**config.mk**
```make
export PLATFORM = sky130hd
export DESIGN_NAME = lsi_top
export DESIGN_NICKNAME = d
export VERILOG_FILES = /design/src/core/lsi_pkg.sv /design/src/core/lsi_top.sv
export VERILOG_INCLUDE_DIRS = /design/src /design/src/core
export SDC_FILE = /design/constraint.sdc
export NUM_CORES = 1
export LEC_CHECK = 0
export BUFFER_PORTS_ARGS = -buffer_cell sky130_fd_sc_hd__buf_2
export CORE_UTILIZATION = 61
export CTS_CLUSTER_DIAMETER = 100
export CTS_CLUSTER_SIZE = 8
export DETAILED_ROUTE_END_ITERATION = 10
export PLACE_DENSITY = 0.81
export REMOVE_ABC_BUFFERS = 1
export SLEW_MARGIN = 20
export SYNTH_ARGS = -nofsm -noshare
export SYNTH_HDL_FRONTEND = slang
export SYNTH_SLANG_ARGS = --single-unit
```
**constraint.sdc**
```tcl
create_clock -name clock_in -period 5.3 [get_ports clock_in]
set_input_delay 0.53 -clock clock_in [delete_from_list [all_inputs] [get_ports clock_in]]
set_output_delay 0.53 -clock clock_in [all_outputs]
set_load 0.02 [all_outputs]
```
**src/core/lsi_consts.svh**
```systemverilog
// constants, register map and field layout of the lin slave interface
// Contract
// (RL1) prescaler field bits 6:4 sets receive filter length in module clocks
// (RL2) pulses shorter than the filter length are ignored as noise
// (RL3) wait clock mode bit 3 is writable once after reset only
// (RL4) wait clock mode keeps clocks running in cpu wait, else stops them
// (RL5) software writes wait clock mode before first enabling the module
// (RL6) byte transfer mode bit 2 bypasses framing, sends single bytes half duplex
// (RL7) in byte mode bit time register gives module clocks per bit; the code takes the register value plus one clocks per bit
// (RL8) software sets bit time register before byte mode traffic
// (RL9) clearing byte mode during transmission halts it at once
// (RL10) byte mode treats any data length as one byte, checksum disabled
// (RL11) byte mode format is fixed eight data bits, no parity, one stop
// (RL12) enable bit 0 gates the module clock, 1 enables
// (RL13) stop bit sampled as 0 flags a byte framing error
// (RL14) good identifier goes to buffer, flag clears only on buffer read
// (RL15) identifier parity error flagged, identifier still reported in buffer
// (RL16) after parity error frame discarded until next header
// (RL17) wake-up source raised on passage from stop to run mode
// (RL18) byte mode uses subset of sources with same codes and priorities
// (RL19) byte mode codes 00,0C,14,18,1C with priorities 0,3,5,6,7
// (RL20) status vector shows highest priority pending code, zero if none
`ifndef LSI_CONSTS_SVH
`define LSI_CONSTS_SVH
// ----------------------------------------
// register offsets
// ----------------------------------------
`define LSI_OFF_CTRL2 4'h0
`define LSI_OFF_BITTIME 4'h1
`define LSI_OFF_DLEN 4'h2
`define LSI_OFF_IDBUF 4'h3
`define LSI_OFF_SV 4'h4
`define LSI_OFF_TXD 4'h5
`define LSI_OFF_RXD 4'h6
// ----------------------------------------
// control field positions and reset values
// ----------------------------------------
`define LSI_FP_HI 6
`define LSI_FP_LO 4
`define LSI_WCM_BIT 3
`define LSI_BTM_BIT 2
`define LSI_EN_BIT 0
`define LSI_CTRL2_RST 8'h00
`define LSI_BITTIME_RST 8'h10
`define LSI_BREAK_BITS 4'hB
// ----------------------------------------
// status vector codes
// ----------------------------------------
`define LSI_SV_NONE 8'h00
`define LSI_SV_FRAME 8'h04
`define LSI_SV_WAKE 8'h08
`define LSI_SV_TXE 8'h0C
`define LSI_SV_IDPAR 8'h10
`define LSI_SV_RXF 8'h14
`define LSI_SV_BITERR 8'h18
`define LSI_SV_OVR 8'h1C
`define LSI_SV_IDOK 8'h20
`endif

```
**src/core/lsi_pkg.sv**
```systemverilog
// types shared by the lin slave interface
package lsi_pkg;
  typedef enum logic [1:0] {
    LSI_RX_IDLE = 2'b00,
    LSI_RX_START = 2'b01,
    LSI_RX_DATA = 2'b10,
    LSI_RX_STOP = 2'b11
  } lsi_rx_state_t;
  typedef struct packed {
    logic [2:0] prescale;
    logic wait_clock;
    logic byte_mode;
    logic enable;
  } lsi_ctrl_t;
  typedef struct packed {
    logic frame;
    logic wake;
    logic txe;
    logic idpar;
    logic rxf;
    logic biterr;
    logic ovr;
    logic idok;
  } lsi_src_t;
endpackage

```
**src/core/lsi_top.sv**
```systemverilog
// lin slave interface: control register, filter, byte engine, status vector
//
// Decided for this implementation: the strobed register port and the register addresses.
`include "lsi_consts.svh"
`timescale 1ns/1ps
`default_nettype none
module lsi_top (
  // clock, reset, enable
  input wire logic clock_in,
  input wire logic rst_in,
  input wire logic ce_in,
  // register port
  input wire logic [3:0] addr_in,
  input wire logic [7:0] wdata_in,
  input wire logic wr_in,
  input wire logic rd_in,
  output logic [7:0] rdata_out,
  // system
  input wire logic cpu_wait_in,
  input wire logic stop_in,
  // bus pin
  input wire logic lin_rx_in,
  output logic lin_tx_out,
  output logic lin_tx_oe_out,
  // status
  output logic mod_clk_en_out,
  output logic [7:0] sv_out
);
  // ----------------------------------------
  // control registers
  // ----------------------------------------
  lsi_pkg::lsi_ctrl_t ctrl_r;
  logic wcm_done_r;
  logic [7:0] bittime_r;
  logic [3:0] dlen_r;
  logic [7:0] txd_r;
  logic [7:0] rxd_r;
  logic [7:0] idbuf_r;
  lsi_pkg::lsi_src_t src_r;
  logic [7:0] sv_nxt;
  logic [7:0] sv_r;
  logic tx_busy_r;
  logic run;
  logic wr_c2;
  assign wr_c2 = wr_in && (addr_in == `LSI_OFF_CTRL2);
  // wait clock gating: stopped in wait unless wait clock mode set
  assign run = ce_in && ctrl_r.enable && !(cpu_wait_in && !ctrl_r.wait_clock); // see (RL12) see (RL4)

  // control register; the wait clock bit locks after its first write
  always_ff @(posedge clock_in or posedge rst_in) begin
    if (rst_in) begin
      ctrl_r <= lsi_pkg::lsi_ctrl_t'(6'h00);
      wcm_done_r <= 1'b0;
    end else if (ce_in && wr_c2) begin
      ctrl_r.prescale <= wdata_in[`LSI_FP_HI:`LSI_FP_LO]; // see (RL1)
      ctrl_r.byte_mode <= wdata_in[`LSI_BTM_BIT]; // see (RL6)
      ctrl_r.enable <= wdata_in[`LSI_EN_BIT]; // see (RL12)
      if (!wcm_done_r) begin
        ctrl_r.wait_clock <= wdata_in[`LSI_WCM_BIT]; // see (RL3)
        wcm_done_r <= 1'b1;
      end
    end
  end

  // plain data registers
  always_ff @(posedge clock_in or posedge rst_in) begin
    if (rst_in) begin
      bittime_r <= `LSI_BITTIME_RST;
      dlen_r <= 4'h0;
    end else if (ce_in && wr_in) begin
      if (addr_in == `LSI_OFF_BITTIME) bittime_r <= wdata_in; // see (RL7)
      if (addr_in == `LSI_OFF_DLEN) dlen_r <= wdata_in[3:0];
    end
  end

  // ----------------------------------------
  // receive synchroniser and noise filter
  // ----------------------------------------
  logic rx_s1_r, rx_s2_r, rx_f_r;
  logic [7:0] filt_cnt_r;
  logic [7:0] filt_len;
  assign filt_len = 8'(8'h01 << ctrl_r.prescale); // see (RL1)
  always_ff @(posedge clock_in or posedge rst_in) begin
    if (rst_in) begin
      rx_s1_r <= 1'b1;
      rx_s2_r <= 1'b1;
    end else if (ce_in) begin
      rx_s1_r <= lin_rx_in;
      rx_s2_r <= rx_s1_r;
    end
  end
  // filter output moves only after the input held steady for filt_len clocks
  always_ff @(posedge clock_in or posedge rst_in) begin
    if (rst_in) begin
      rx_f_r <= 1'b1;
      filt_cnt_r <= 8'h00;
    end else if (run) begin
      if (rx_s2_r == rx_f_r) begin
        filt_cnt_r <= 8'h00; // short pulse dropped, see (RL2)
      end else if (filt_cnt_r + 8'h01 >= filt_len) begin
        rx_f_r <= rx_s2_r;
        filt_cnt_r <= 8'h00;
      end else begin
        filt_cnt_r <= filt_cnt_r + 8'h01;
      end
    end
  end

  // ----------------------------------------
  // receiver, 8-N-1 bit engine
  // ----------------------------------------
  lsi_pkg::lsi_rx_state_t rx_st_r;
  logic [7:0] rx_bt_r;
  logic [2:0] rx_bit_r;
  logic [7:0] rx_sh_r;
  logic [3:0] zero_run_r;
  logic [1:0] hdr_r; // 0 wait break, 1 sync, 2 id, 3 data
  logic [3:0] data_cnt_r;
  logic rx_done;
  logic rx_stop_ok;
  logic id_par_ok;
  logic [7:0] rx_half;
  logic brk;
  assign rx_half = {1'b0, bittime_r[7:1]};
  assign rx_done = run && (rx_st_r == lsi_pkg::LSI_RX_STOP) && (rx_bt_r == bittime_r);
  assign rx_stop_ok = rx_f_r; // see (RL13)
  // lin protected id: p0 = i0^i1^i2^i4, p1 = ~(i1^i3^i4^i5)
  assign id_par_ok = (rx_sh_r[6] == (rx_sh_r[0] ^ rx_sh_r[1] ^ rx_sh_r[2] ^ rx_sh_r[4])) &&
                     (rx_sh_r[7] == ~(rx_sh_r[1] ^ rx_sh_r[3] ^ rx_sh_r[4] ^ rx_sh_r[5]));

  // bit sampler: centre of each bit, one stop bit, no parity
  always_ff @(posedge clock_in or posedge rst_in) begin
    if (rst_in) begin
      rx_st_r <= lsi_pkg::LSI_RX_IDLE;
      rx_bt_r <= 8'h00;
      rx_bit_r <= 3'h0;
      rx_sh_r <= 8'h00;
    end else if (run && brk) begin
      // park during a break so its tail is not taken for the sync byte
      rx_st_r <= lsi_pkg::LSI_RX_IDLE;
      rx_bt_r <= 8'h00;
    end else if (run) begin
      case (rx_st_r)
        lsi_pkg::LSI_RX_IDLE: begin
          rx_bt_r <= 8'h00;
          if (!rx_f_r && !tx_busy_r) rx_st_r <= lsi_pkg::LSI_RX_START; // half duplex, see (RL6)
        end
        lsi_pkg::LSI_RX_START: begin
          rx_bt_r <= rx_bt_r + 8'h01;
          if (rx_bt_r == rx_half) begin
            rx_bt_r <= 8'h00;
            rx_bit_r <= 3'h0;
            rx_st_r <= rx_f_r ? lsi_pkg::LSI_RX_IDLE : lsi_pkg::LSI_RX_DATA;
          end
        end
        lsi_pkg::LSI_RX_DATA: begin
          rx_bt_r <= rx_bt_r + 8'h01;
          if (rx_bt_r == bittime_r) begin
            rx_bt_r <= 8'h00;
            rx_sh_r <= {rx_f_r, rx_sh_r[7:1]}; // lsb first, see (RL11)
            rx_bit_r <= rx_bit_r + 3'h1;
            if (rx_bit_r == 3'h7) rx_st_r <= lsi_pkg::LSI_RX_STOP;
          end
        end
        lsi_pkg::LSI_RX_STOP: begin
          rx_bt_r <= rx_bt_r + 8'h01;
          if (rx_done) rx_st_r <= lsi_pkg::LSI_RX_IDLE;
        end
        default: rx_st_r <= lsi_pkg::LSI_RX_IDLE;
      endcase
    end
  end

  // break detector: a long dominant run restarts header search
  assign brk = (zero_run_r >= `LSI_BREAK_BITS);
  always_ff @(posedge clock_in or posedge rst_in) begin
    if (rst_in) begin
      zero_run_r <= 4'h0;
    end else if (run) begin
      if (rx_f_r) zero_run_r <= 4'h0;
      else if (rx_bt_r == bittime_r && !brk) zero_run_r <= zero_run_r + 4'h1;
    end
  end

  // frame sequencer: break, sync, id, data bytes
  always_ff @(posedge clock_in or posedge rst_in) begin
    if (rst_in) begin
      hdr_r <= 2'h0;
      data_cnt_r <= 4'h0;
    end else if (run) begin
      if (ctrl_r.byte_mode) begin
        hdr_r <= 2'h0; // framing bypassed, see (RL6)
      end else if (brk) begin
        hdr_r <= 2'h1;
      end else if (rx_done) begin
        case (hdr_r)
          2'h1: hdr_r <= 2'h2;
          2'h2: begin
            hdr_r <= id_par_ok ? 2'h3 : 2'h0; // discard frame, see (RL16)
            data_cnt_r <= 4'h0;
          end
          2'h3: begin
            data_cnt_r <= data_cnt_r + 4'h1;
            if (data_cnt_r == dlen_r) hdr_r <= 2'h0;
          end
          default: hdr_r <= 2'h0;
        endcase
      end
    end
  end

  // received data and identifier buffers
  logic take_id, take_data;
  assign take_id = rx_done && !ctrl_r.byte_mode && hdr_r == 2'h2;
  assign take_data = rx_done && (ctrl_r.byte_mode || hdr_r == 2'h3); // one byte, see (RL10)
  always_ff @(posedge clock_in or posedge rst_in) begin
    if (rst_in) begin
      idbuf_r <= 8'h00;
      rxd_r <= 8'h00;
    end else begin
      if (take_id) idbuf_r <= rx_sh_r; // kept on parity error too, see (RL14) see (RL15)
      if (take_data) rxd_r <= rx_sh_r;
    end
  end

  // ----------------------------------------
  // transmitter, 8-N-1, halted when byte mode drops
  // ----------------------------------------
  logic [3:0] tx_bit_r;
  logic [7:0] tx_bt_r;
  logic [9:0] tx_sh_r;
  logic tx_go;
  logic tx_end;
  assign tx_go = ce_in && wr_in && addr_in == `LSI_OFF_TXD && ctrl_r.byte_mode && !tx_busy_r;
  assign tx_end = run && tx_busy_r && tx_bt_r == bittime_r && tx_bit_r == 4'h9;
  always_ff @(posedge clock_in or posedge rst_in) begin
    if (rst_in) begin
      tx_busy_r <= 1'b0;
      tx_bit_r <= 4'h0;
      tx_bt_r <= 8'h00;
      tx_sh_r <= 10'h3FF;
      txd_r <= 8'h00;
    end else if (ce_in) begin
      if (tx_go) begin
        txd_r <= wdata_in;
        tx_sh_r <= {1'b1, wdata_in, 1'b0}; // see (RL11)
        tx_busy_r <= 1'b1;
        tx_bit_r <= 4'h0;
        tx_bt_r <= 8'h00;
      end else if (!ctrl_r.byte_mode || !ctrl_r.enable) begin
        tx_busy_r <= 1'b0; // see (RL9)
        tx_sh_r <= 10'h3FF;
      end else if (run && tx_busy_r) begin
        tx_bt_r <= tx_bt_r + 8'h01;
        if (tx_bt_r == bittime_r) begin // see (RL7)
          tx_bt_r <= 8'h00;
          tx_sh_r <= {1'b1, tx_sh_r[9:1]};
          tx_bit_r <= tx_bit_r + 4'h1;
          if (tx_end) tx_busy_r <= 1'b0;
        end
      end
    end
  end

  // ----------------------------------------
  // interrupt sources, set wins over clear
  // ----------------------------------------
  logic rd_id, rd_rx, rd_sv, was_stop_r, bit_err;
  assign rd_id = ce_in && rd_in && addr_in == `LSI_OFF_IDBUF;
  assign rd_rx = ce_in && rd_in && addr_in == `LSI_OFF_RXD;
  assign rd_sv = ce_in && rd_in && addr_in == `LSI_OFF_SV;
  // compared at the bit's end: the echo lags by the output flop, two sync flops and the filter
  assign bit_err = run && tx_busy_r && tx_bt_r == bittime_r && rx_f_r != tx_sh_r[0];
  always_ff @(posedge clock_in or posedge rst_in) begin
    if (rst_in) begin
      src_r <= lsi_pkg::lsi_src_t'(8'h00);
      was_stop_r <= 1'b0;
    end else if (ce_in) begin
      was_stop_r <= stop_in;
      // reading the vector acknowledges the frame, wake, idpar, biterr or ovr source it showed
      if (rd_sv && sv_r == `LSI_SV_FRAME) src_r.frame <= 1'b0;
      if (rd_sv && sv_r == `LSI_SV_WAKE) src_r.wake <= 1'b0;
      if (rd_sv && sv_r == `LSI_SV_IDPAR) src_r.idpar <= 1'b0;
      if (rd_sv && sv_r == `LSI_SV_BITERR) src_r.biterr <= 1'b0;
      if (rd_sv && sv_r == `LSI_SV_OVR) src_r.ovr <= 1'b0;
      if (rd_id) src_r.idok <= 1'b0; // see (RL14)
      if (rd_rx) src_r.rxf <= 1'b0;
      src_r.txe <= ctrl_r.byte_mode && !tx_busy_r && !tx_go;
      if (rx_done && !rx_stop_ok) src_r.frame <= 1'b1; // see (RL13)
      if (take_id && id_par_ok) src_r.idok <= 1'b1; // see (RL14)
      if (take_id && !id_par_ok) src_r.idpar <= 1'b1; // see (RL15)
      if (was_stop_r && !stop_in) src_r.wake <= 1'b1; // see (RL17)
      if (take_data && rx_stop_ok) src_r.rxf <= 1'b1;
      if (take_data && src_r.rxf && !rd_rx) src_r.ovr <= 1'b1;
      if (bit_err) src_r.biterr <= 1'b1;
    end
  end

  // priority encoder; byte mode masks the lin-only sources
  always_comb begin
    sv_nxt = `LSI_SV_NONE; // see (RL20)
    if (ctrl_r.byte_mode) begin
      if (src_r.txe) sv_nxt = `LSI_SV_TXE; // see (RL18) see (RL19)
      if (src_r.rxf) sv_nxt = `LSI_SV_RXF;
      if (src_r.biterr) sv_nxt = `LSI_SV_BITERR;
      if (src_r.ovr) sv_nxt = `LSI_SV_OVR;
    end else begin
      if (src_r.frame) sv_nxt = `LSI_SV_FRAME;
      if (src_r.wake) sv_nxt = `LSI_SV_WAKE;
      if (src_r.idpar) sv_nxt = `LSI_SV_IDPAR;
      if (src_r.rxf) sv_nxt = `LSI_SV_RXF;
      if (src_r.biterr) sv_nxt = `LSI_SV_BITERR;
      if (src_r.ovr) sv_nxt = `LSI_SV_OVR;
      if (src_r.idok) sv_nxt = `LSI_SV_IDOK;
    end
  end

  // ----------------------------------------
  // outputs and read port
  // ----------------------------------------
  always_ff @(posedge clock_in or posedge rst_in) begin
    if (rst_in) begin
      sv_r <= 8'h00;
      sv_out <= 8'h00;
      lin_tx_out <= 1'b1;
      lin_tx_oe_out <= 1'b0;
      mod_clk_en_out <= 1'b0;
      rdata_out <= 8'h00;
    end else if (ce_in) begin
      sv_r <= sv_nxt;
      sv_out <= sv_nxt;
      lin_tx_out <= tx_busy_r ? tx_sh_r[0] : 1'b1;
      lin_tx_oe_out <= tx_busy_r && !tx_sh_r[0]; // open drain, drives dominant only
      mod_clk_en_out <= run;
      rdata_out <= 8'h00;
      if (rd_in) begin
        case (addr_in)
          `LSI_OFF_CTRL2: rdata_out <= {1'b0, ctrl_r.prescale, ctrl_r.wait_clock, ctrl_r.byte_mode, 1'b0, ctrl_r.enable};
          `LSI_OFF_BITTIME: rdata_out <= bittime_r;
          `LSI_OFF_DLEN: rdata_out <= {4'h0, dlen_r};
          `LSI_OFF_IDBUF: rdata_out <= idbuf_r;
          `LSI_OFF_SV: rdata_out <= sv_r;
          `LSI_OFF_TXD: rdata_out <= txd_r;
          `LSI_OFF_RXD: rdata_out <= rxd_r;
          default: rdata_out <= 8'h00;
        endcase
      end
    end
  end
endmodule
`default_nettype wire

```
* After elaboration in Yosys (flattened, before gate mapping)
Index checks and enable logic that the tools add are counted.
Widths: inputs -> output; s select.
** Cells by class
- Reduce and logical (&&, ||, !) cells :: 96
- Shift operators :: 1
- Bitwise logic cells :: 12
- Add/sub/neg operators :: 7
- Equality and inequality tests :: 36
- Mux-type cells :: 74
- Order comparisons :: 2
** Operators by type and width (number)
- $mux 8 :: 21
- $pmux 8 s7 :: 1
- $logic_and 1x1->1 :: 41
- $mux 10 :: 4
- $pmux 8 s4 :: 1
- $mux 4 :: 7
- $mux 2 :: 13
- $reduce_bool 2->1 :: 13
- $add 8x1->8 const B :: 3
- $eq 8x5->1 const B :: 3
- $reduce_and 2->1 :: 12
- $mux 1 :: 20
- $eq 8x8->1 :: 2
- $add 4x1->4 const B :: 3
- $eq 4x3->1 const B :: 3
- $logic_not 1->1 :: 12
- $ne 3x3->1 const B :: 4
- $reduce_and 3->1 :: 4
- $reduce_and 4->1 :: 3
- $reduce_bool 3->1 :: 4
- $reduce_and 5->1 :: 2
- $mux 3 :: 3
- $eq 2x2->1 const B :: 4
- $eq 4x2->1 const B :: 2
- 27 further kinds :: 43
** Word-level totals
- Logic and storage cells :: 267
- Bits in registers :: 136
- Input port bits :: 20
- Output and inout bits :: 19

* Longest topological paths before layout
Gate-level depths: netlist (run 1).
- Depth in word-level cells :: 12
- Depth in mapped cells :: 10

* Least setup slack after synthesis (run 1)
Ideal clock, no wire load.
- Kind :: reg-to-reg
- Start point :: register ctrl_r[4] in the netlist's numbering
- End point :: register filt_cnt_r[5]
- Path buffers :: 1
- Data arrival time :: 2.071 ns
- Clock period less this slack :: 2.215 ns
- Setup slack :: 3.085 ns
- Library setup time :: 0.144 ns
- Stages on the path, launching flop included :: 8
- Path through :: dfrtp_1 -> clkbuf_1 -> or3b_2 -> ha_1 -> a21oi_1 -> o211a_1 -> o21ai_0 -> o211ai_1
** On the way
- Longest elaborated chain between the ends :: 4
** Ends and longest elaborated chain
- start, declared :: line lsi_top.sv:32 : lsi_pkg::lsi_ctrl_t ctrl_r;
- start signal, assigned :: line lsi_top.sv:52 : ctrl_r <= lsi_pkg::lsi_ctrl_t'(6'h00);
- $shl 1x3->8 :: line lsi_top.sv:82 : assign filt_len = 8'(8'h01 << ctrl_r.prescale);
- $ge 8x8->1 :: line lsi_top.sv:100 : end else if (filt_cnt_r + 8'h01 >= filt_len) begin
- $mux 8 :: line lsi_top.sv:100
- $mux 8 :: line lsi_top.sv:98 : if (rx_s2_r == rx_f_r) begin
- end signal, assigned :: line lsi_top.sv:104 : filt_cnt_r <= filt_cnt_r + 8'h01;
- end, declared :: line lsi_top.sv:80 : logic [7:0] filt_cnt_r;
Every way passes these cells.
A chain may end at the register's enable or synchronous reset.

* Worst setup path after layout (run 1)
- Start point :: register filt_cnt_r[0]
- End point :: register filt_cnt_r[6]
** On the way
- Longest elaborated chain between the ends :: 4
** Ends and longest elaborated chain (line)
- $add 8x1->8 (*) :: lsi_top.sv:100, lsi_top.sv:104
- $ge 8x8->1 :: lsi_top.sv:100
- $mux 8 (*) :: lsi_top.sv:100
- $mux 8 (*) :: lsi_top.sv:98
Every way passes the cells marked *; elsewhere a longest branch is shown, timed or not.

==> flow_summary.toml, run 1 <==
[worst_setup_path]
arrival_ns = 2.98
worstRegToRegCells = 10
slowest_delay_ns = 0.60
endpoint_kind = "register"
crit_path_max_fanout = 7
critPathTopFamily = "compound AO/OA/AOI/OAI gates"
critical_path_class = "reg2reg"
required_ns = 5.56
startpoint_type = "register"
reg2reg_slack_ns = 2.58
worst_path_most_repeated_cell = "o21ai_0"
crit_slowest_cell = "o21ai_0"
cp_num_buf_inv = 0
crit_chain = "ha_1 > nand3_1 > xnor2_1 > ha_1 > a21oi_1 > nor2b_1 > o21ai_0 > o211a_1 > o21ai_0 > o21ai_0"
r2r_end = "filt_cnt_r[6]$_DFFE_PP0P_"
r2r-start = "filt_cnt_r[0]$_DFFE_PP0P_"

[cells_and_area]
drive_gt1_frac = 0.1978
nets = 746
n_antenna_cell = 0
design_area_um2 = 7710
area_growth_pct = 11.47

[yosys]
ys_types = 68
avgSynthCellArea_um2 = 10.19
synthArstFlopShare = 1.000
yosys_warnings = 0
synth_flop_cell = "dfrtp_1"
synth_edf_count = 0
syn-instance-count = 679
syn_area_um2 = 6917
ys_seq_area_frac = 0.4765
ys_ff_latch = 131

[floorplanning]
design.die.area_um2 = 11770
die_width_um = 108.5
fp-row-count = 38
die_h_um = 108.5
core-area_um2 = 10940
start_util = 0.6325
io_pins = 39

[sta]
relSlewSlack = 0.3322
grt_setup_unrepaired = "false"
tightest_slew_ns = 0.9950
finalSetupTns_ns = 0
min_period_ns = 2.718
hold_viol_final = 0
setup_viol = 0
skew_ns = 0.005842
fmax_mhz = 367.9
finalCritPeriodShare = 0.5128
slew_violations = 0

[global_routing]
grt_overflow_total = 0
grt_pass1_vias = 5398
track_usage = 0.3173
antenna_found_initial = 0
grt_max_degree = 78
grt_pass1_wl_mm = 27.64

[power]
ir_worst_vdd_mv = 0.3239
power_density_nw_per_um2 = 365.0
cellLeakagePower_nw = 3.545

[detailed_routing]
met3_length_mm = 1.203
drt-vias-per-instance = 6.283
wl_mm = 16.85
first_pass_iters = 5
wl_met1_mm = 7.127
drc_errors = 0
wl_met2_mm = 8.156
vias = 5359
ant_nets = 0
first_iter_violations = 377
wl_per_cell_um = 19.76
highest-signal-layer = "met4"

[place]
io_buffers = 34
gp_congestion = 0.9316
dp_hpwl_mm = 11.89
dpl_cell_area_um2 = 7131

[hold_path]
hold_path.class = "in2async"

[clock_tree]
cts_buffer_depth = 2
cts-resized-gates = 0
post_cts_buffers = 0
numCtsBuffers = 17
cts_tree = "done"
clkSlewWorstSetupHoldPaths_ns = 0.06
cts.htree.levels = 4
root_buffer = "clkbuf_16"
hold_buffers = 0
insertion_delay_ns = 0.42
numClockSinks = 131

[flow_run]
drv_cap = 0

[outcome]
outcome = "complete, no violations"
==> sequential cells by signal, indices dropped and copies added, names as in the netlist, 3 cells and up <==
signal / cells
bittime_r: 8
ctrl_r: 6
data_cnt_r: 4
dlen_r: 4
filt_cnt_r: 8
idbuf_r: 8
rdata_out: 8
rx_bit_r: 3
rx_bt_r: 8
rx_sh_r: 8
rxd_r: 8
src_r: 8
sv_r: 4
tx_bit_r: 4
tx_bt_r: 8
tx_sh_r: 9
txd_r: 8
zero_run_r: 4
==> power by group <==
part | internal [mW] | switching, mW | total (mW)
registers | 1.10 | 0.147 | 1.25
clock network | 0.702 | 0.427 | 1.13
logic | 0.192 | 0.242 | 0.434
total | 2.00 | 0.816 | 2.81
==> worst register-to-register path: stages, from the launching register on <==
cell and delay (ns):
dfrtp_1 0.42, ha_1 0.25, nand3_1 0.14, xnor2_1 0.18, ha_1 0.31, a21oi_1 0.08
nor2b_1 0.10, o21ai_0 0.07, o211a_1 0.17, o21ai_0 0.60, o21ai_0 0.24
==> metal layers <==
metal	global-route usage	up-vias
met5	0	-
met1	0.4174	2627
met2	0.5122	230
met4	0.1120	0
met3	0.07776	47
li1	-	2455
==> stage by stage <==
step / util / total power [mW] / instances / hold WS [ns] / setup slack [ns]
floorplan: - / 1.530 / 646 / 0.4354 / 1.295
global placement: 0.6521 / 1.655 / 822 / 0.4507 / 2.385
detailed placement: 0.6521 / 1.691 / 822 / 0.4579 / 2.335
CTS: 0.7046 / 2.819 / 853 / 0.3427 / 2.597
global route: 0.7050 / 2.932 / 853 / 0.3565 / 2.368
finish: 0.7050 / 2.814 / 853 / 0.3191 / 2.582
==> synth_stat cells (6+ instances only) <==
library cell,count,area (um^2)
nand3_1,25,125.1
clkbuf_1,21,78.83
ha_1,25,312.8
a21o_1,8,60.06
o22ai_1,11,68.82
mux2i_1,7,70.07
nor2_1,37,138.9
mux2_2,50,563.0
nand2b_1,7,43.79
dfrtp_1,117,2928
xnor2_1,32,280.3
and3_1,6,37.54
inv_1,19,71.32
buf_2,8,40.04
nand2_1,90,337.8
a21oi_1,17,85.08
dfstp_2,14,367.9
o21ai_0,37,185.2
a221oi_1,6,52.55
xor2_1,21,183.9
nor3_1,10,50.05
nor2b_1,7,43.79
o21ai_1,6,30.03
nand4_1,13,81.33
==> area by class of cell <==
cell class / instances / area (um^2)
repair buffers: 36 / 185.2
multi-input cells: 496 / 3406
clock inverters: 8 / 76.32
fillers: 808 / 3226
clock buffers: 23 / 498.0
inverters: 19 / 73.82
flip-flops and latches: 131 / 3296
well taps: 140 / 175.2
==> logic make-up after synthesis <==
| kind of cell | Yosys count | share of synthesized area |
|---|---|---|
| simple gates | 224 | 0.1550 |
| compound gates | 133 | 0.1306 |
| flops | 131 | 0.4765 |
| mux | 57 | 0.09153 |
| buf+inv | 55 | 0.03347 |
| xor+xnor | 53 | 0.06711 |
| fa+ha+maj | 25 | 0.04522 |
| other cells | 1 | 0.0005422 |
==> worst max-delay path by stage <==
stage	start	to	slack [ns]	cells past startpoint
final	filt_cnt_r[0]$_DFFE_PP0P_	filt_cnt_r[6]$_DFFE_PP0P_	2.58	10
after CTS	filt_cnt_r[0]$_DFFE_PP0P_	filt_cnt_r[6]$_DFFE_PP0P_	2.60	10
after global placement	addr_in[1]	tx_bit_r[0]$_DFFE_PP0P_	2.39	7
after detailed placement	addr_in[1]	tx_bit_r[0]$_DFFE_PP0P_	2.33	7
after global routing	filt_cnt_r[0]$_DFFE_PP0P_	filt_cnt_r[6]$_DFFE_PP0P_	2.37	10
after floorplan	rst_in	bittime_r[0]$_DFFE_PP0P_	1.30	1
==> cell usage in the layout, fill, tap and decap left out, types with 3 or more instances in the layout <==
| master | Yosys | layout |
|---|---|---|
| dfrtp_1 | 117 | 117 |
| nand2_1 | 90 | 90 |
| mux2_2 | 50 | 50 |
| nor2_1 | 37 | 37 |
| o21ai_0 | 37 | 37 |
| buf_2 | 8 | 34 |
| xnor2_1 | 32 | 32 |
| nand3_1 | 25 | 25 |
| ha_1 | 25 | 25 |
| xor2_1 | 21 | 21 |
| inv_1 | 19 | 18 |
| a21oi_1 | 17 | 17 |
| clkbuf_16 | 0 | 17 |
| dfstp_2 | 14 | 14 |
| nand4_1 | 13 | 13 |
| o22ai_1 | 11 | 11 |
| nor3_1 | 10 | 10 |
| a21o_1 | 8 | 8 |
| nor2b_1 | 7 | 7 |
| nand2b_1 | 7 | 7 |
| mux2i_1 | 7 | 7 |
| and3_1 | 6 | 6 |
| o21ai_1 | 6 | 6 |
| a221oi_1 | 6 | 6 |
| and2_1 | 5 | 5 |
| nor4_1 | 5 | 5 |
| o2bb2ai_1 | 5 | 5 |
| nand3b_1 | 5 | 5 |
| clkbuf_8 | 0 | 5 |
| o21a_1 | 4 | 4 |
| a22oi_1 | 4 | 4 |
| a22o_1 | 4 | 4 |
| conb_1 | 1 | 4 |
| a211o_1 | 3 | 3 |
| a32o_1 | 3 | 3 |
| clkinvlp_4 | 0 | 3 |
| clkinv_2 | 0 | 3 |
No activity file was read; power rests on OpenSTA's default activity.
==> run 2, diff against run 1 <==
ABC_AREA = 1   (was unset)
CORE_UTILIZATION = 56   (was 61)
PLACE_DENSITY = 0.78   (was 0.81)
clock period = 2.45 ns   (was 5.3 ns; I/O delays follow)
==> run 2 against run 1 <==
  * Core utilization down 3.8 points
  * Sequential share of layout area down 2.5 points
  * Via count up 16%
  * Final cell count rose by 32%
  * Maximum frequency increased by 20%
  * Routed wire length increased by 1.3%
  * Register-to-register slack worse by 2.4 ns
  * Clock skew grew 0.0024 ns
  * First-iteration DRC count up 25%
  * Critical path type unchanged
==> flow_summary.toml, run 2 <==
[floorplanning]
design.die.area_um2 = 13270
io_pins = 39
die_width_um = 115.2
start_util = 0.5850
fp-row-count = 40
core-area_um2 = 12260
die_h_um = 115.2

[cells_and_area]
largest_reg_flops = 9
area_growth_pct = 14.06
mostFrequentLayoutCells = "257 x nand2_1, 117 x dfrtp_1, 103 x inv_1"
final_core_utilization = 0.6672
drive_gt1_frac = 0.1414
final_common_cell = "nand2_1"
n_antenna_cell = 0
top_register = "tx_sh_r"
nets = 994

[place]
io_buffers = 34
dp_hpwl_mm = 12.56
gp_congestion = 0.9335

[sta]
finalCritPeriodShare = 0.9236
skew_ns = 0.008239
hold_viol_final = 0
timing.hold.ws_ns = 0.01934
fmax_mhz = 441.9
tightest_slew_ns = 0.6656
grt_setup_unrepaired = "false"
min_period_ns = 2.263
slew_violations = 0
relSlewSlack = 0.5546
setup_viol = 0

[detailed_routing]
vias = 6192
first_pass_iters = 5
first_iter_violations = 471
wl_mm = 17.07
wl_per_cell_um = 15.10
ant_nets = 0
drt-vias-per-instance = 5.480
drc_errors = 0

[power]
cellLeakagePower_nw = 4.013
ir_worst_vdd_mv = 0.6268
power_density_nw_per_um2 = 828.4

[yosys]
synth_compound_area_frac = 0.1336
synth_area_leader_cell = "dfrtp_1"
avgSynthCellArea_um2 = 7.952
synthMuxAreaShare = 0
synth_top_family_by_area = "simple AND/OR/NAND/NOR gates"
synth.area.top_cells = "dfrtp_1 41%, nand2_1 14%, o21ai_0 6.6%, inv_1 5.4%, dfstp_2 5.1%"
synth_edf_count = 0
ys_ff_latch = 131
synth_flop_cell = "dfrtp_1"
yosys_warnings = 0
synth_common_cells = "259 x nand2_1, 117 x dfrtp_1, 104 x inv_1, 94 x o21ai_0, 53 x nor2_1"
synth_fa_ha_area_frac = 0.04361
ys_seq_area_frac = 0.4594
synth_top_area_frac = 0.4082
synthArstFlopShare = 1.000
synthSimpleGateAreaFrac = 0.2440
syn_area_um2 = 7173
synth-xor-area-share = 0.04151
syn-instance-count = 902
yosysMostFrequentCell = "nand2_1"
ys_types = 49

[outcome]
outcome = "complete, no violations"

[clock_tree]
insertion_delay_ns = 0.43
root_buffer = "clkbuf_16"
numCtsBuffers = 17
clkSlewWorstSetupHoldPaths_ns = 0.06
cts_buffer_depth = 2
numClockSinks = 131
cts.htree.levels = 4
cts_tree = "done"

[worst_setup_path]
crit_chain = "inv_1 > nor3_2 > nand3_1 > nor2_1 > nand2_1 > xor2_2 > inv_1 > ha_1 > a21oi_1 > o21a_1 > nand3_4 > o21ai_0"
endpoint_kind = "register"
required_ns = 2.79
worst_path_most_repeated_cell = "inv_1"
critical_path_class = "reg2reg"
critPathTopFamily = "simple AND/OR/NAND/NOR gates"
crit_path_max_fanout = 7
arrival_ns = 2.60
slowest_delay_ns = 0.38
crit_slowest_cell = "dfrtp_1"
startpoint_type = "register"
cp_num_buf_inv = 2

[global_routing]
antenna_found_initial = 0
grt_max_degree = 58
grt_overflow_total = 0
track_usage = 0.2862
grt_pass1_wl_mm = 28.75
grt_pass1_vias = 6031

[hold_path]
hold_path.class = "in2reg"

[flow_run]
drv_cap = 0
==> run 2: path summary, 6_finish.rpt <==
path	to	startpoint	slack, ns	depth (start not counted)
worst max-delay path	filt_cnt_r[3]$_DFFE_PP0P_	filt_cnt_r[2]$_DFFE_PP0P_	0.19	12
worst min-delay path	rx_s1_r$_DFFE_PP1P_	lin_rx_in	0.02	3
worst max register to register	filt_cnt_r[3]$_DFFE_PP0P_	filt_cnt_r[2]$_DFFE_PP0P_	0.19	12
worst min register to register	rx_s1_r$_DFFE_PP1P_	rx_s1_r$_DFFE_PP1P_	0.46	2
max in group asynchronous	bittime_r[4]$_DFFE_PP1P_	rst_in	1.34	4
min in group asynchronous	filt_cnt_r[4]$_DFFE_PP0P_	rst_in	0.40	3
==> run 2: cell families after synthesis <==
group / after synthesis
adder cells (fa/ha/maj): 25
flip-flops: 131
AND/OR/NAND/NOR: 405
AO/OA/AOI/OAI: 171
other: 1
buffers and inverters: 135
XOR/XNOR: 34
==> run 2: metrics by stage <==
stage	cell area [um^2]	setup TNS, ns	setup WS [ns]	cells	power [mW]
after floorplan	7056	-153.17	-1.270	883	3.763
after global placement	7533	0	0.05940	1096	4.142
after detailed placement	7533	0	0.01752	1096	4.187
after CTS	8142	0	0.01718	1129	6.745
after global routing	8182	0	0.009307	1130	7.128
final	8182	0	0.1871	1130	6.778
==> run 2: final cells by class <==
class                      instances  area (um^2)
clock inverter                    12        131.4
timing repair buffer              47        282.8
sequential                       131         3296
tap                              168        210.2
multi-input combinational        639         3367
clock buffer                      20        466.7
inverter                         113        427.9
fill                             979         4080
==> run 2: what timing repair did <==
action / in CTS / in global routing
buffers inserted: 0 / 1
endpoints found under the hold margin: 31 / 0
hold buffers: 1 / 0
resized for setup: 0 / 8
endpoints found under the setup margin: 0 / 8
==> run 2: per-layer routing <==
metal	wire length, um	up-vias	global-route usage	part of all wire
li1	-	3027	-	-
met1	7614	2932	0.3697	0.45
met2	8103	195	0.4622	0.47
met3	810	38	0.06273	0.047
met4	538	0	0.1325	0.032
met5	0	-	0	0
==> run 2: power by group <==
part	internal, mW	switching [mW]
clock network	1.57	0.979
registers	2.51	0.282
logic	0.514	0.918
==> run 2: tightest hold or removal path, stage by stage <==
cell     delay [ns]
buf_2          0.10
nand2_1        0.05
nand2_1        0.04
==> run 3, diff against run 2 <==
ABC_AREA = unset   (was 1)
CORE_UTILIZATION = 55   (was 56)
PLACE_DENSITY = 0.77   (was 0.78)
==> run 3 against run 2 <==
  * Critical path depth shrank 6
  * Core utilization shrank 0.87 points
  * Clock power is essentially flat
  * Hold slack is essentially flat
==> flow_summary.toml, run 3 (synthesized netlist as in run 1, its figures left out) <==
[outcome]
outcome = "complete, no violations"

[hold_path]
hold_path.class = "in2reg"
holdPathStages = 2
holdCritStartpoint = "stop_in"
worst_hold_path.endpoint = "src_r[6]$_DFFE_PP0P_"

[detailed_routing]
ant_nets = 0
vias = 5479
first_iter_violations = 437
drt-vias-per-instance = 6.047
first_pass_iters = 5
wl_per_cell_um = 18.80
wl_mm = 17.03
drc_errors = 0

[floorplanning]
core-area_um2 = 12110
design.die.area_um2 = 13030
die_h_um = 114.1
start_util = 0.5711
fp-row-count = 40
io_pins = 39
die_width_um = 114.1

[worst_setup_path]
r2r-start = "bittime_r[2]$_DFFE_PP0P_"
crit_chain = "xnor2_1 > nand4_1 > or2_1 > or4_4 > or2_4 > o31ai_2"
critical_path_class = "reg2reg"
slowest_delay_ns = 0.57
crit_slowest_cell = "or4_4"
crit_path_max_fanout = 6
critPathTopFamily = "simple AND/OR/NAND/NOR gates"
endpoint_kind = "register"
arrival_ns = 2.68
cp_num_buf_inv = 0
worstRegToRegCells = 6
startpoint_type = "register"
required_ns = 2.80
reg2reg_slack_ns = 0.12
r2r_end = "data_cnt_r[3]$_DFFE_PP0P_"

[sta]
tightest_slew_ns = 0.6329
fmax_mhz = 428.9
skew_ns = 0.01081
finalCritPeriodShare = 0.9518
timing.hold.ws_ns = 0.01897
final.setup.worst_slack_ns = 0.1182
relSlewSlack = 0.5721
slew_violations = 0
min_period_ns = 2.332
setup_viol = 0
hold_viol_final = 0
finalSetupTns_ns = 0

[cells_and_area]
mostFrequentLayoutCells = "117 x dfrtp_1, 90 x nand2_1, 50 x mux2_2"
top_register = "tx_sh_r"
drive_gt1_frac = 0.2290
area_growth_pct = 15.32
largest_reg_flops = 9
final_core_utilization = 0.6586
n_antenna_cell = 0
nets = 770
final_common_cell = "dfrtp_1"

[global_routing]
grt_overflow_total = 0
grt_pass1_vias = 5509
track_usage = 0.2843
grt_max_degree = 59
grt_pass1_wl_mm = 27.86
antenna_found_initial = 0

[place]
dp_hpwl_mm = 11.91
io_buffers = 34
gp_congestion = 0.8796
pre_cts_slack_ns = -0.1281

[clock_tree]
root_buffer = "clkbuf_16"
clkSlewWorstSetupHoldPaths_ns = 0.06
numClockSinks = 131
cts_buffer_depth = 2
insertion_delay_ns = 0.44
cts_tree = "done"
cts.htree.levels = 4
numCtsBuffers = 17

[power]
finalPower_mw = 6.272
power_density_nw_per_um2 = 786.4
ir_worst_vdd_mv = 0.6143
cellLeakagePower_nw = 3.695

[flow_run]
drv_cap = 0
## run 3: cell count changes in the layout (fill, tap and decap cells not counted), moves of 16 or more
cell,previous run,this run
mux2_2,0,50
xnor2_1,13,31
o21ai_0,93,36
nand3_1,41,25
inv_1,103,18
nand2_1,257,90
## run 3: area by class of cell
class | instances | area (um^2)
fillers | 937 | 4135
multi-input cells | 496 | 3416
flip-flops and latches | 131 | 3296
clock buffers | 19 | 452.9
repair buffers | 60 | 380.4
well taps | 168 | 210.2
clock inverters | 13 | 147.6
inverters | 19 | 73.82
## run 3: where the power goes
| group | switching (mW) | internal, mW |
|---|---|---|
| Clock | 1.02 | 1.57 |
| Combinational | 0.554 | 0.453 |
| Sequential | 0.294 | 2.39 |
| Total | 1.87 | 4.41 |
## run 3: worst reg2reg max path: cells and delay by family (launching register included)
family           cells  cell delay, ns
flip-flops           1            0.48
XOR/XNOR             1            0.21
AND/OR/NAND/NOR      4            1.36
AO/OA/AOI/OAI        1            0.20
## run 3: what timing repair did
action,in CTS,in global routing
buffers inserted,0,1
endpoints found under the hold margin,40,0
pin swaps,0,0
hold buffers,1,0
endpoints found under the setup margin,7,11
gates resized for setup,1,4
## run 3: worst max-delay path by stage
stage,startpoint,endpoint,cells past startpoint
2_1_floorplan,rst_in,bittime_r[0]$_DFFE_PP0P_,1
3_3_place_gp,filt_cnt_r[0]$_DFFE_PP0P_,filt_cnt_r[0]$_DFFE_PP0P_,10
3_5_place_dp,filt_cnt_r[0]$_DFFE_PP0P_,filt_cnt_r[5]$_DFFE_PP0P_,10
4_1_cts,bittime_r[5]$_DFFE_PP0P_,rx_bt_r[5]$_DFFE_PP0N_,6
5_1_grt,filt_cnt_r[0]$_DFFE_PP0P_,rx_f_r$_DFFE_PP1P_,10
6_report,bittime_r[2]$_DFFE_PP0P_,data_cnt_r[3]$_DFFE_PP0P_,6
## run 3: through the flow
| stage | cells | cell area (um^2) |
|---|---|---|
| after floorplan | 646 | 6768 |
| after global placement | 872 | 7343 |
| after detailed placement | 872 | 7343 |
| after CTS | 905 | 7954 |
| after global routing | 906 | 7976 |
| final | 906 | 7976 |
## run 3: metal layers
layer,share of wire,GRT usage,wire [um],up-vias
met5,0,0,0,-
met4,0.030,0.1472,515,0
met3,0.052,0.05770,894,39
met2,0.48,0.4582,8225,183
met1,0.43,0.3646,7395,2762
li1,-,-,-,2495
